$ cat src/core/sdc_pkg.sv
// Shared constants and types for the segment display scan controller.
// Assumes a classic Wishbone slave with 32-bit data and byte addresses.
package sdc_pkg;

  // Register indices; the byte address is four times the index.
  localparam logic [15:0] SDC_IDX_DIV_LO = 16'hA120;
  localparam logic [15:0] SDC_IDX_DIV_HI = 16'hA121;
  localparam logic [15:0] SDC_IDX_CFG_A  = 16'hA122;
  localparam logic [15:0] SDC_IDX_CFG_B  = 16'hA123;

  // Reset values of the registers.
  localparam logic [7:0] SDC_RST_DIV_LO = 8'h00;
  localparam logic [7:0] SDC_RST_DIV_HI = 8'h00;
  localparam logic [7:0] SDC_RST_CFG_A  = 8'h00;
  localparam logic [7:0] SDC_RST_CFG_B  = 8'h00;

  // Field positions in the divider high register.
  localparam int SDC_HI_SRC_BIT  = 7;
  localparam int SDC_HI_MODE_LSB = 5;
  localparam int SDC_HI_BRT_BIT  = 4;

  // Field positions in configuration register A.
  localparam int SDC_A_PIN_LSB   = 4;
  localparam int SDC_A_BLANK_BIT = 3;
  localparam int SDC_A_IRQEN_BIT = 1;
  localparam int SDC_A_FLAG_BIT  = 0;

  // Field positions in configuration register B.
  localparam int SDC_B_BIAS_LSB = 6;
  localparam int SDC_B_BRT_LSB  = 4;

  // Width of the pixel divider and the fixed LED prescaler.
  localparam int         SDC_DIV_W          = 12;
  localparam int         SDC_PRESCALE_W     = 8;
  localparam int         SDC_LED_PRESCALE   = 256;
  localparam logic [7:0] SDC_PRESCALE_LIMIT = 8'(SDC_LED_PRESCALE - 1);

  // Operating modes selected by the two-bit mode field.
  typedef enum logic [1:0] {
    SDC_MODE_OFF     = 2'h0,
    SDC_MODE_LCD     = 2'h1,
    SDC_MODE_LED_EXT = 2'h2,
    SDC_MODE_LED_DIR = 2'h3
  } sdc_mode_t;

endpackage

$ cat src/core/sdc_rate_div.sv
// Tick divider: emits one pulse for every limit+1 input ticks.
// Assumes the input tick is a one-cycle pulse in the core clock domain.
`timescale 1ns/10ps
module sdc_rate_div #(
  parameter int W = 12
) (
  input  wire logic         i_core_clk,
  input  wire logic         i_sys_rst,
  input  wire logic         i_tick,
  input  wire logic [W-1:0] i_limit,
  output logic              o_pulse
);
  logic [W-1:0] cnt_q;

  // Refuse counter widths the wrap compare was not sized for, at elaboration.
  if (W < 1 || W > 16) begin : g_bad_width
    $error("sdc_rate_div: W out of range");
  end

  // The wrap test uses >= so that lowering the limit never strands the count.
  always_ff @(posedge i_core_clk) begin
    if (i_sys_rst) begin
      cnt_q   <= '0;
      o_pulse <= 1'b0;
    end else begin
      o_pulse <= 1'b0;
      if (i_tick) begin
        if (cnt_q >= i_limit) begin
          cnt_q   <= '0;
          o_pulse <= 1'b1;
        end else begin
          cnt_q <= cnt_q + 1'b1;
        end
      end
    end
  end
endmodule

$ cat src/core/sdc_scan_ctrl.sv
// Top of the segment display scan controller: registers, clock choice, scan and blanking.
// Assumes a classic Wishbone master on the core clock and slow source clocks on pins.
//
// The Wishbone slave port is this design's own decision.
`timescale 1ns/10ps

// Overview of operation
// - Divider low byte fills one register, upper four bits sit low in the next.
// - In LED modes pixel rate is system clock over 256 over divider plus one.
// - In LCD mode source choice 0 picks real-time clock, 1 the slow oscillator.
// - In LED modes the source choice is ignored and the system clock is used.
// - Each shared pin enable set gives a common output, clear gives a segment.
// - Blank drives all segment and common outputs inactive; scanning still runs.
// - Frame interrupt enable gates the frame flag onto the interrupt request.
// - Hardware sets the frame flag at every frame end regardless of enable.
// - Only software clears the flag, by writing 0, at the next scan clock edge.
// - LCD and external-drive frames span one pixel slot per duty phase.
// - Direct-drive frames span one pixel slot per active digit.
// - LCD brightness is a three-bit field whose top bit is in the high register.
// - Active digit count is the digit field plus one, starting at the first.
// - Phases scan from 0 up to N and wrap; N is 0 to 7 from duty, or 0 to 15 from the digit field in direct drive.
module sdc_scan_ctrl #(
  parameter int ADR_W = 18
) (
  input  wire logic              i_core_clk,
  input  wire logic              i_sys_rst,
  input  wire logic              i_rtc_clk,
  input  wire logic              i_slow_osc_clk,
  input  wire logic              i_wb_cyc,
  input  wire logic              i_wb_stb,
  input  wire logic              i_wb_we,
  input  wire logic [ADR_W-1:0]  i_wb_adr,
  input  wire logic [3:0]        i_wb_sel,
  input  wire logic [31:0]       i_wb_dat,
  input  wire logic [31:0]       i_seg_data,
  output logic [31:0]            o_wb_dat,
  output logic                   o_wb_ack,
  output logic [7:0]             o_com,
  output logic [27:0]            o_seg,
  output logic [3:0]             o_shared_pin,
  output logic [3:0]             o_shared_is_com,
  output logic [15:0]            o_digit_sel,
  output logic [3:0]             o_scan_phase,
  output logic                   o_frame_irq,
  output logic [2:0]             o_brightness,
  output logic [1:0]             o_bias,
  output sdc_pkg::sdc_mode_t     o_mode
);
  import sdc_pkg::*;

  // A narrower address bus cannot reach the register map, so elaboration stops.
  if (ADR_W < 18) begin : g_bad_adr
    $error("sdc_scan_ctrl: ADR_W must be at least 18");
  end

  logic [7:0]  div_lo_q;
  logic [3:0]  div_hi_q;
  logic        src_choice_q;
  sdc_mode_t   mode_q;
  logic        brt_hi_q;
  logic [3:0]  pin_com_en_q;
  logic        blank_q;
  logic        irq_en_q;
  logic        flag_q;
  logic        clr_pend_q;
  logic [7:0]  cfg_b_q;
  logic [3:0]  phase_q;
  logic        rtc_s;
  logic        osc_s;
  logic        rtc_d_q;
  logic        osc_d_q;
  logic        rtc_rise;
  logic        osc_rise;
  logic        led_mode;
  logic        lcd_mode;
  logic        dir_mode;
  logic        pre_pulse;
  logic        src_tick;
  logic        scan_edge;
  logic        pix_pulse;
  logic [3:0]  last_phase;
  logic        frame_end;
  logic        req;
  logic        wr;
  logic        hit_lo;
  logic        hit_hi;
  logic        hit_a;
  logic        hit_b;
  logic [7:0]  rd_byte;
  logic        drive_en;
  logic [7:0]  com_next;

  // Source clocks come from pins and pass two flops before anything reads them.
  sdc_sync2 u_rtc_sync (
    .i_core_clk (i_core_clk),
    .i_sys_rst  (i_sys_rst),
    .i_async    (i_rtc_clk),
    .o_sync     (rtc_s)
  );
  sdc_sync2 u_osc_sync (
    .i_core_clk (i_core_clk),
    .i_sys_rst  (i_sys_rst),
    .i_async    (i_slow_osc_clk),
    .o_sync     (osc_s)
  );

  // Rising edges of the synchronised source clocks.
  always_ff @(posedge i_core_clk) begin
    if (i_sys_rst) begin
      rtc_d_q <= 1'b0;
      osc_d_q <= 1'b0;
    end else begin
      rtc_d_q <= rtc_s;
      osc_d_q <= osc_s;
    end
  end
  assign rtc_rise = rtc_s & ~rtc_d_q;
  assign osc_rise = osc_s & ~osc_d_q;

  // Mode decode.
  assign lcd_mode = (mode_q == SDC_MODE_LCD);
  assign dir_mode = (mode_q == SDC_MODE_LED_DIR);
  assign led_mode = (mode_q == SDC_MODE_LED_EXT) || dir_mode;

  // The system clock is prescaled by 256 only while an LED mode is active.
  sdc_rate_div #(.W(SDC_PRESCALE_W)) u_prescale (
    .i_core_clk (i_core_clk),
    .i_sys_rst  (i_sys_rst),
    .i_tick     (led_mode),
    .i_limit    (SDC_PRESCALE_LIMIT),
    .o_pulse    (pre_pulse)
  );

  // Scan clock tick; in LED modes the source choice bit has no effect.
  always_comb begin
    if (lcd_mode) begin
      src_tick = src_choice_q ? osc_rise : rtc_rise;
    end else if (led_mode) begin
      src_tick = pre_pulse;
    end else begin
      src_tick = 1'b0;
    end
  end

  // The pixel divider counts scan clock ticks, limit is the 12-bit value.
  sdc_rate_div #(.W(SDC_DIV_W)) u_pixel_div (
    .i_core_clk (i_core_clk),
    .i_sys_rst  (i_sys_rst),
    .i_tick     (src_tick),
    .i_limit    ({div_hi_q, div_lo_q}),
    .o_pulse    (pix_pulse)
  );

  // Last phase of a frame: duty phases or active digits.
  assign last_phase = dir_mode ? cfg_b_q[3:0] : {1'b0, cfg_b_q[2:0]};
  assign frame_end  = pix_pulse && (mode_q != SDC_MODE_OFF) && (phase_q >= last_phase);

  // Phase counter wraps after the last phase; it keeps running while blanked.
  always_ff @(posedge i_core_clk) begin
    if (i_sys_rst) begin
      phase_q <= 4'h0;
    end else if (mode_q == SDC_MODE_OFF) begin
      phase_q <= 4'h0;
    end else if (pix_pulse) begin
      phase_q <= (phase_q >= last_phase) ? 4'h0 : phase_q + 4'h1;
    end
  end

  // Bus decode; the ack is registered, so every access takes one wait state.
  assign req    = i_wb_cyc && i_wb_stb && !o_wb_ack;
  assign wr     = req && i_wb_we && i_wb_sel[0];
  assign hit_lo = (i_wb_adr[ADR_W-1:2] == (ADR_W-2)'(SDC_IDX_DIV_LO));
  assign hit_hi = (i_wb_adr[ADR_W-1:2] == (ADR_W-2)'(SDC_IDX_DIV_HI));
  assign hit_a  = (i_wb_adr[ADR_W-1:2] == (ADR_W-2)'(SDC_IDX_CFG_A));
  assign hit_b  = (i_wb_adr[ADR_W-1:2] == (ADR_W-2)'(SDC_IDX_CFG_B));

  // Read data mux; unmapped addresses and the reserved bit read as zero.
  always_comb begin
    rd_byte = 8'h00;
    if (hit_lo) begin
      rd_byte = div_lo_q;
    end else if (hit_hi) begin
      rd_byte = {src_choice_q, mode_q, brt_hi_q, div_hi_q};
    end else if (hit_a) begin
      rd_byte = {pin_com_en_q, blank_q, 1'b0, irq_en_q, flag_q};
    end else if (hit_b) begin
      rd_byte = cfg_b_q;
    end
  end

  // Answer every request, mapped or not, one cycle after it is seen.
  always_ff @(posedge i_core_clk) begin
    if (i_sys_rst) begin
      o_wb_ack <= 1'b0;
      o_wb_dat <= 32'h0000_0000;
    end else begin
      o_wb_ack <= req;
      o_wb_dat <= req ? {24'h00_0000, rd_byte} : 32'h0000_0000;
    end
  end

  // Software-written configuration.
  always_ff @(posedge i_core_clk) begin
    if (i_sys_rst) begin
      div_lo_q     <= SDC_RST_DIV_LO;
      div_hi_q     <= SDC_RST_DIV_HI[3:0];
      brt_hi_q     <= SDC_RST_DIV_HI[SDC_HI_BRT_BIT];
      mode_q       <= sdc_mode_t'(SDC_RST_DIV_HI[SDC_HI_MODE_LSB +: 2]);
      src_choice_q <= SDC_RST_DIV_HI[SDC_HI_SRC_BIT];
      pin_com_en_q <= SDC_RST_CFG_A[SDC_A_PIN_LSB +: 4];
      blank_q      <= SDC_RST_CFG_A[SDC_A_BLANK_BIT];
      irq_en_q     <= SDC_RST_CFG_A[SDC_A_IRQEN_BIT];
      cfg_b_q      <= SDC_RST_CFG_B;
    end else if (wr) begin
      if (hit_lo) begin
        div_lo_q <= i_wb_dat[7:0];
      end
      if (hit_hi) begin
        div_hi_q     <= i_wb_dat[3:0];
        brt_hi_q     <= i_wb_dat[SDC_HI_BRT_BIT];
        mode_q       <= sdc_mode_t'(i_wb_dat[SDC_HI_MODE_LSB +: 2]);
        src_choice_q <= i_wb_dat[SDC_HI_SRC_BIT];
      end
      if (hit_a) begin
        pin_com_en_q <= i_wb_dat[SDC_A_PIN_LSB +: 4];
        blank_q      <= i_wb_dat[SDC_A_BLANK_BIT];
        irq_en_q     <= i_wb_dat[SDC_A_IRQEN_BIT];
      end
      if (hit_b) begin
        cfg_b_q <= i_wb_dat[7:0];
      end
    end
  end

  // The display clock is the system clock itself in LED modes, the chosen source edge in LCD mode.
  assign scan_edge = led_mode || src_tick;

  // A clear request waits for the next display clock edge, as the flag lives on that clock.
  always_ff @(posedge i_core_clk) begin
    if (i_sys_rst) begin
      clr_pend_q <= 1'b0;
    end else if (wr && hit_a && !i_wb_dat[SDC_A_FLAG_BIT]) begin
      clr_pend_q <= 1'b1;
    end else if (scan_edge) begin
      clr_pend_q <= 1'b0;
    end
  end

  // Frame flag: a frame end in the clearing cycle wins, so no frame is lost.
  always_ff @(posedge i_core_clk) begin
    if (i_sys_rst) begin
      flag_q <= SDC_RST_CFG_A[SDC_A_FLAG_BIT];
    end else if (frame_end) begin
      flag_q <= 1'b1;
    end else if (clr_pend_q && scan_edge) begin
      flag_q <= 1'b0;
    end
  end

  // Interrupt request is the flag gated by its enable.
  always_ff @(posedge i_core_clk) begin
    if (i_sys_rst) begin
      o_frame_irq <= 1'b0;
    end else begin
      o_frame_irq <= flag_q && irq_en_q;
    end
  end

  // Drive selects; blanking only gates the pins, the scan keeps going.
  assign drive_en = !blank_q && (mode_q != SDC_MODE_OFF);
  assign com_next = (drive_en && !dir_mode) ? (8'h01 << phase_q[2:0]) : 8'h00;

  always_ff @(posedge i_core_clk) begin
    if (i_sys_rst) begin
      o_com           <= 8'h00;
      o_seg           <= 28'h000_0000;
      o_digit_sel     <= 16'h0000;
      o_shared_pin    <= 4'h0;
      o_shared_is_com <= 4'h0;
      o_scan_phase    <= 4'h0;
      o_brightness    <= 3'h0;
      o_bias          <= 2'h0;
      o_mode          <= SDC_MODE_OFF;
    end else begin
      o_com           <= com_next;
      o_seg           <= drive_en ? i_seg_data[27:0] : 28'h000_0000;
      o_digit_sel     <= (drive_en && dir_mode) ? (16'h0001 << phase_q) : 16'h0000;
      o_shared_is_com <= pin_com_en_q;
      // Pin k pairs common 4+k with segment 31-k.
      for (int k = 0; k < 4; k++) begin
        o_shared_pin[k] <= pin_com_en_q[k] ? com_next[4 + k]
                         : (drive_en && i_seg_data[31 - k]);
      end
      o_scan_phase    <= phase_q;
      o_brightness    <= {brt_hi_q, cfg_b_q[SDC_B_BRT_LSB +: 2]};
      o_bias          <= cfg_b_q[SDC_B_BIAS_LSB +: 2];
      o_mode          <= mode_q;
    end
  end
endmodule

$ cat src/core/sdc_sync2.sv
// Two-flop synchroniser for one slow clock arriving from outside the core domain.
// Assumes the sampled clock is much slower than the core clock.
`timescale 1ns/10ps
module sdc_sync2 (
  input  wire logic i_core_clk,
  input  wire logic i_sys_rst,
  input  wire logic i_async,
  output logic      o_sync
);
  logic meta_q;

  // Only the second flop reads the first one, so metastability stays contained.
  always_ff @(posedge i_core_clk) begin
    if (i_sys_rst) begin
      meta_q <= 1'b0;
      o_sync <= 1'b0;
    end else begin
      meta_q <= i_async;
      o_sync <= meta_q;
    end
  end
endmodule

$ cat config.mk
export PLATFORM = sky130hd
export DESIGN_NAME = sdc_scan_ctrl
export DESIGN_NICKNAME = d
export VERILOG_FILES = /design/src/core/sdc_pkg.sv /design/src/core/sdc_rate_div.sv /design/src/core/sdc_scan_ctrl.sv /design/src/core/sdc_sync2.sv
export SDC_FILE = /design/constraint.sdc
export NUM_CORES = 1
export LEC_CHECK = 0
export ABC_AREA = 1
export BUFFER_PORTS_ARGS = -buffer_cell sky130_fd_sc_hd__buf_2
export CAP_MARGIN = 20
export CORE_ASPECT_RATIO = 1.5
export CORE_UTILIZATION = 50
export DETAILED_ROUTE_END_ITERATION = 10
export GPL_TIMING_DRIVEN = 1
export PLACE_DENSITY_LB_ADDON = 0.2
export SLEW_MARGIN = 40
export SYNTH_ARGS = -nofsm -noshare
export SYNTH_HDL_FRONTEND = slang
export SYNTH_SLANG_ARGS = --single-unit
export TNS_END_PERCENT = 20
$ cat constraint.sdc
create_clock -name i_core_clk -period 1.9 [get_ports i_core_clk]
set_input_delay 0.19 -clock i_core_clk [delete_from_list [all_inputs] [get_ports i_core_clk]]
set_output_delay 0.19 -clock i_core_clk [all_outputs]
set_load 0.005 [all_outputs]
==> results.toml, run 1 <==
[yosys]
avgSynthCellArea_um2 = 7.76
ys_ff_latch = 145
synth_edf_count = 0
synth_most_common_cell = "dfxtp_1"
yosysTopAreaCellShare_pct = 49.2
synthTopCellsByArea = "dfxtp_1 (49%), nor2_1 (9.0%), nand2_1 (8.9%)"
synth.yosys.warnings = 0
syn_inst = 761
ys_seq_area_share_pct = 49.2
async_reset_ff_share_pct = 0
mappedNetlistArea_um2 = 5900
synthTopCellsByCount = "dfxtp_1 (145), nor2_1 (142), nand2_1 (140)"
ys.flop_type = "dfxtp_1"
post-synth-top-area-cell = "dfxtp_1"
ys_types = 38

[flow_run]
maxCapViolations = 0

[global_routing]
antenna_found_initial = 0
grt.total_usage_pct = 24.1
grt_overflow = 0
grt_first_pass_wirelength_mm = 22.9
grt_max_degree = 54
grt_pass1_vias = 5046

[routing]
vias = 5227
wl_per_cell_um = 12.8
drc = 0
first_iter_violations = 189
drtAntennaViolNets = 0
vias_per_cell = 4.71
routed_wl_mm = 14.2
dr.pass1.iters = 4

[timing]
max_freq_mhz = 578
maxSlewHeadroom_pct = 62.0
skew_ns = 0.00540
rsz0062_at_grt = "false"
tns_ns = 0
setup_viol = 0
holdWs_ns = 0.0155
slew_violations = 0
worst_slack_ns = 0.171
tightest_slew_ns = 0.570
finalHoldViolations = 0
fin_crit_sh_pct = 91.0
period_minus_slack_ns = 1.73

[setup_path]
slowest_delay_ns = 0.36
crit_type = "reg -> reg"
cp.required_ns = 2.19
crit_chain = "inv_1 > ha_1 > nand2_1 > nor2_1 > nand2_1 > inv_1 > nand2_1 > nand3_1 > nand2_1 > nand2_1 > nor2_1"
path_max_fanout = 8
cpMaxStageDelayCell = "dfxtp_1"
worstSetupEndpointType = "register"
cpMostUsedCell = "nand2_1"
path_buf_inv = 2
start_kind = "register"
critPathTopFamily = "simple AND/OR/NAND/NOR gates"
arrival_ns = 2.02

[clocking]
htreeDepth = 4
cts_tree = "yes"
clk_pin_slew_ns = 0.06
cts_buffers = 17
insertion_delay_ns = 0.41
cts_sinks = 145
cts_root_buffer = "clkbuf_16"
clk_path_buf_depth = 2

[placed_design]
post-place-ws_ns = 0.146
dpl.hpwl_mm = 10.3
routabilityCongestion = 0.895
portBuffers = 144
dp.cells = 1050

[cells_and_area]
fin_nets = 1063
drive_above_1_share_pct = 22.3
num_antenna_cells = 0
finalNonFillerCells = 1109
area.growth.synth_to_final_pct = 28.5
num-fill-cells = 1020

[floorplan]
die_area_um2 = 12300
die_width_um = 90.7
die_h_um = 135
coreArea_um2 = 11500
num_rows = 48
start_util_pct = 51.2
io_pins = 198

[power]
finalPower_mw = 6.60
cellLeakagePower_nw = 3.66
powerDensity_nw_per_um2 = 870
irDropWorstVdd_uv = 729

[status]
status = "finished, final reports clean"

[hold_path]
hp-class = "in -> reg"
==> per-layer routing <==
| layer | part of all wire, % | GRT usage (%) | up-vias |
|---|---|---|---|
| li1 | - | - | 2679 |
| met3 | 5.1 | 6.19 | 36 |
| met5 | 0 | 0 | - |
| met1 | 37 | 22.6 | 2355 |
| met2 | 54 | 46.8 | 157 |
| met4 | 3.6 | 12.8 | 0 |
==> what timing repair did <==
| action | CTS | global route |
|---|---|---|
| buffers inserted | 0 | 0 |
| gates resized for setup | 0 | 2 |
| endpoints found under the setup margin | 0 | 2 |
| endpoints found under the hold margin | 26 | 1 |
| hold buffers | 26 | 1 |
==> kinds of logic (layout without fill, tap and decap cells) <==
family          after synthesis  in the layout  share of synthesized area [%]
compound gates               75             75                           6.93
xor+xnor                      5              5                          0.742
fa+ha+maj                    24             24                           5.09
buf+inv                     153            328                           11.6
flops                       145            145                           49.2
other cells                   1             24                         0.0635
simple gates                358            358                           26.4
==> final timing paths <==
path	slack (ns)	depth (start not counted)	endpoint	from
setup reg to reg	0.17	11	u_pixel_div.cnt_q[7]	div_hi_q[3]
setup / recovery	0.17	11	u_pixel_div.cnt_q[7]	div_hi_q[3]
hold reg to reg	0.40	2	u_osc_sync.o_sync	u_osc_sync.meta_q
hold / removal	0.02	3	o_seg[13]	i_seg_data[13]
==> worst min-delay path: stages <==
cell and delay, ns:
buf_2 0.09, inv_1 0.05, nor2_1 0.04
==> metrics by stage <==
stage               util (%)  area, um^2
finish                  65.8        7590
detailed placement      58.3        6720
floorplan                  -        5990
global route            65.8        7590
global placement        58.3        6720
CTS                     65.7        7580
==> registers in the layout, indices dropped and copies added (netlist names), 2 cells and up <==
signal / count
cfg_b_q: 8
div_hi_q: 4
div_lo_q: 8
mode_q: 2
o_bias: 2
o_brightness: 3
o_com: 8
o_digit_sel: 16
o_mode: 2
o_scan_phase: 4
o_seg: 28
o_shared_is_com: 4
o_shared_pin: 4
o_wb_dat: 8
phase_q: 4
pin_com_en_q: 4
u_pixel_div.cnt_q: 12
u_prescale.cnt_q: 8
==> placed cells by master, fill, tap and decap left out, drive strengths merged <==
cell,Yosys,layout
a21o,1,1
a21oi,48,48
a31oi,1,1
buf,32,153
bufinv,0,2
clkbuf,5,17
clkinv,1,4
clkinvlp,0,3
conb,1,24
dfxtp,145,145
dlygate4sd3,0,27
ha,24,24
inv,115,122
nand2,144,144
nand3,39,39
nand3b,2,2
nand4,12,12
nor2,151,151
nor3,8,8
o211ai,1,1
o21a,1,1
o21ai,15,15
o21bai,6,6
o22ai,2,2
or2,1,1
or3,1,1
xor2,5,5
==> power breakdown <==
part / internal [mW] / total (mW) / switching (mW)
combinational: 0.105 / 0.227 / 0.122
sequential: 3.05 / 3.05 / 0.00189
clock: 1.98 / 3.33 / 1.35
==> cell type report <==
cell class	instances	area (um^2)	area share, %
sequential	145	2900	38.3
multi-input combinational	486	2400	31.7
timing repair buffer	180	1060	13.9
inverter	116	437	5.75
clock buffer	17	425	5.61
tap	150	188	2.47
clock inverter	15	174	2.29
Note: power is estimated with default switching activity, not from simulation.
==> run 2: changes to the inputs <==
--- a/config.mk
+++ b/config.mk
@@ -8,7 +8,7 @@
 export ABC_AREA = 1
 export BUFFER_PORTS_ARGS = -buffer_cell sky130_fd_sc_hd__buf_2
 export CAP_MARGIN = 20
-export CORE_ASPECT_RATIO = 1.5
+export CORE_ASPECT_RATIO = 1.25
 export CORE_UTILIZATION = 50
 export DETAILED_ROUTE_END_ITERATION = 10
 export GPL_TIMING_DRIVEN = 1
==> run 2 against run 1 <==
Wire length decreased by 4.9%; first-iteration DRC count is 41% higher; critical path type unchanged; die area hardly changed; design area is essentially flat; global-route usage decreased by 1.1 points; combinational power is 2% higher.
==> results.toml, run 2 (same netlist as run 1, synthesis figures left out) <==
[timing]
setup_viol = 0
finalHoldViolations = 0
period_minus_slack_ns = 1.64
holdWs_ns = 0.0188
skew_ns = 0.00533
max_freq_mhz = 611
tns_ns = 0
fin_crit_sh_pct = 86.2
slew_violations = 0
rsz0062_at_grt = "false"

[routing]
vias_per_cell = 4.67
drtAntennaViolNets = 0
routed_wl_mm = 13.5
vias = 5132
dr.pass1.iters = 7
dr_wl_met2_mm = 6.88
met3_length_um = 824
first_iter_violations = 267
wl_per_cell_um = 12.3
routed.top_layer = "met4"
drc = 0
met1_length_mm = 5.65

[clocking]
insertion_delay_ns = 0.42
clk_path_buf_depth = 2
cts_sinks = 145
clk_pin_slew_ns = 0.06
htreeDepth = 4
cts_tree = "yes"
cts_buffers = 17
cts_root_buffer = "clkbuf_16"

[hold_path]
hp-start = "i_seg_data[16]"
hp-class = "in -> reg"

[setup_path]
slowest_delay_ns = 0.41
crit_chain = "nand2_1 > inv_1 > nand2_1 > ha_1 > a21oi_1 > nand4_1 > o22ai_1 > inv_1 > nor2_1"
arrival_ns = 1.99
critPathTopFamily = "flip-flops"
reg2reg_slack_ns = 0.26
r2r-start = "mode_q[0]"
cp.required_ns = 2.26
worstSetupEndpointType = "register"
critPathLaunch = "mode_q[0]"
crit_type = "reg -> reg"
path_max_fanout = 4
start_kind = "register"
path_buf_inv = 2
cpMaxStageDelayCell = "dfxtp_1"

[cells_and_area]
layout_common_cells = "dfxtp_1 (144), buf_2 (144), nor2_1 (142)"
fin_nets = 1066
largest-register = "o_seg"
top_regs = "o_seg (28), o_digit_sel (16), u_pixel_div.cnt_q (12)"
num_antenna_cells = 0
drive_above_1_share_pct = 22.2
largest_reg_flops = 28
area.growth.synth_to_final_pct = 28.5
utilization_pct = 65.6

[placed_design]
portBuffers = 144
dpl.hpwl_mm = 9.67
routabilityCongestion = 0.855

[power]
irDropWorstVdd_uv = 576
powerDensity_nw_per_um2 = 856
cellLeakagePower_nw = 3.66

[floorplan]
io_pins = 198
start_util_pct = 51.1
num_rows = 44
die_width_um = 99.2
coreArea_um2 = 11600
die_area_um2 = 12300
die_h_um = 123

[global_routing]
grt_first_pass_wirelength_mm = 21.7
antenna_found_initial = 0
grt.total_usage_pct = 23.0
grt_pass1_vias = 4718
grt_max_degree = 44
grt_overflow = 0

[flow_run]
maxCapViolations = 0

[status]
status = "finished, final reports clean"
run 2: final timing paths:
kind	endpoint	depth (start not counted)
max reg2reg	phase_q[2]	9
min reg2reg	u_rtc_sync.o_sync	2
min	o_seg[16]	3
max	phase_q[2]	9
run 2: tightest hold or removal path: cells and delay by family:
family	cells	cell delay, ns
buffers and inverters	2	0.12
and+or+nand+nor	1	0.09
run 2: per-stage QoR:
step	setup slack, ns	cells	power, mW	instance area [um^2]
floorplan	0.364	784	3.23	5990
global placement	0.213	1038	3.29	6700
detailed placement	0.197	1038	3.29	6700
CTS	0.194	1100	6.55	7580
global route	0.0354	1100	6.70	7580
finish	0.263	1100	6.49	7580
run 2: where the power goes:
part           total [mW]  internal (mW)  switching, mW
sequential           3.05           3.05        0.00169
combinational       0.232          0.109          0.123
clock                3.21           1.84           1.37
run 2: layout make-up:
cell class	instances	area (um^2)
fill	984	3980
sequential	145	2900
multi-input combinational	486	2410
timing repair buffer	183	1090
inverter	116	437
clock buffer	17	425
tap	138	173
clock inverter	15	151
run 2: metal layers:
layer  GRT usage (%)  up-vias
met5               0        -
met4            7.81        0
met3            5.65       16
met2            42.9      151
met1            25.4     2281
li1                -     2684
run 2: repair_timing:
action / 4_1_cts / 5_1_grt
hold buffers: 30 / 0
buffers inserted: 0 / 0
endpoints found under the hold margin: 30 / 0
gates resized for setup: 0 / 2
setup endpoints to repair: 0 / 4
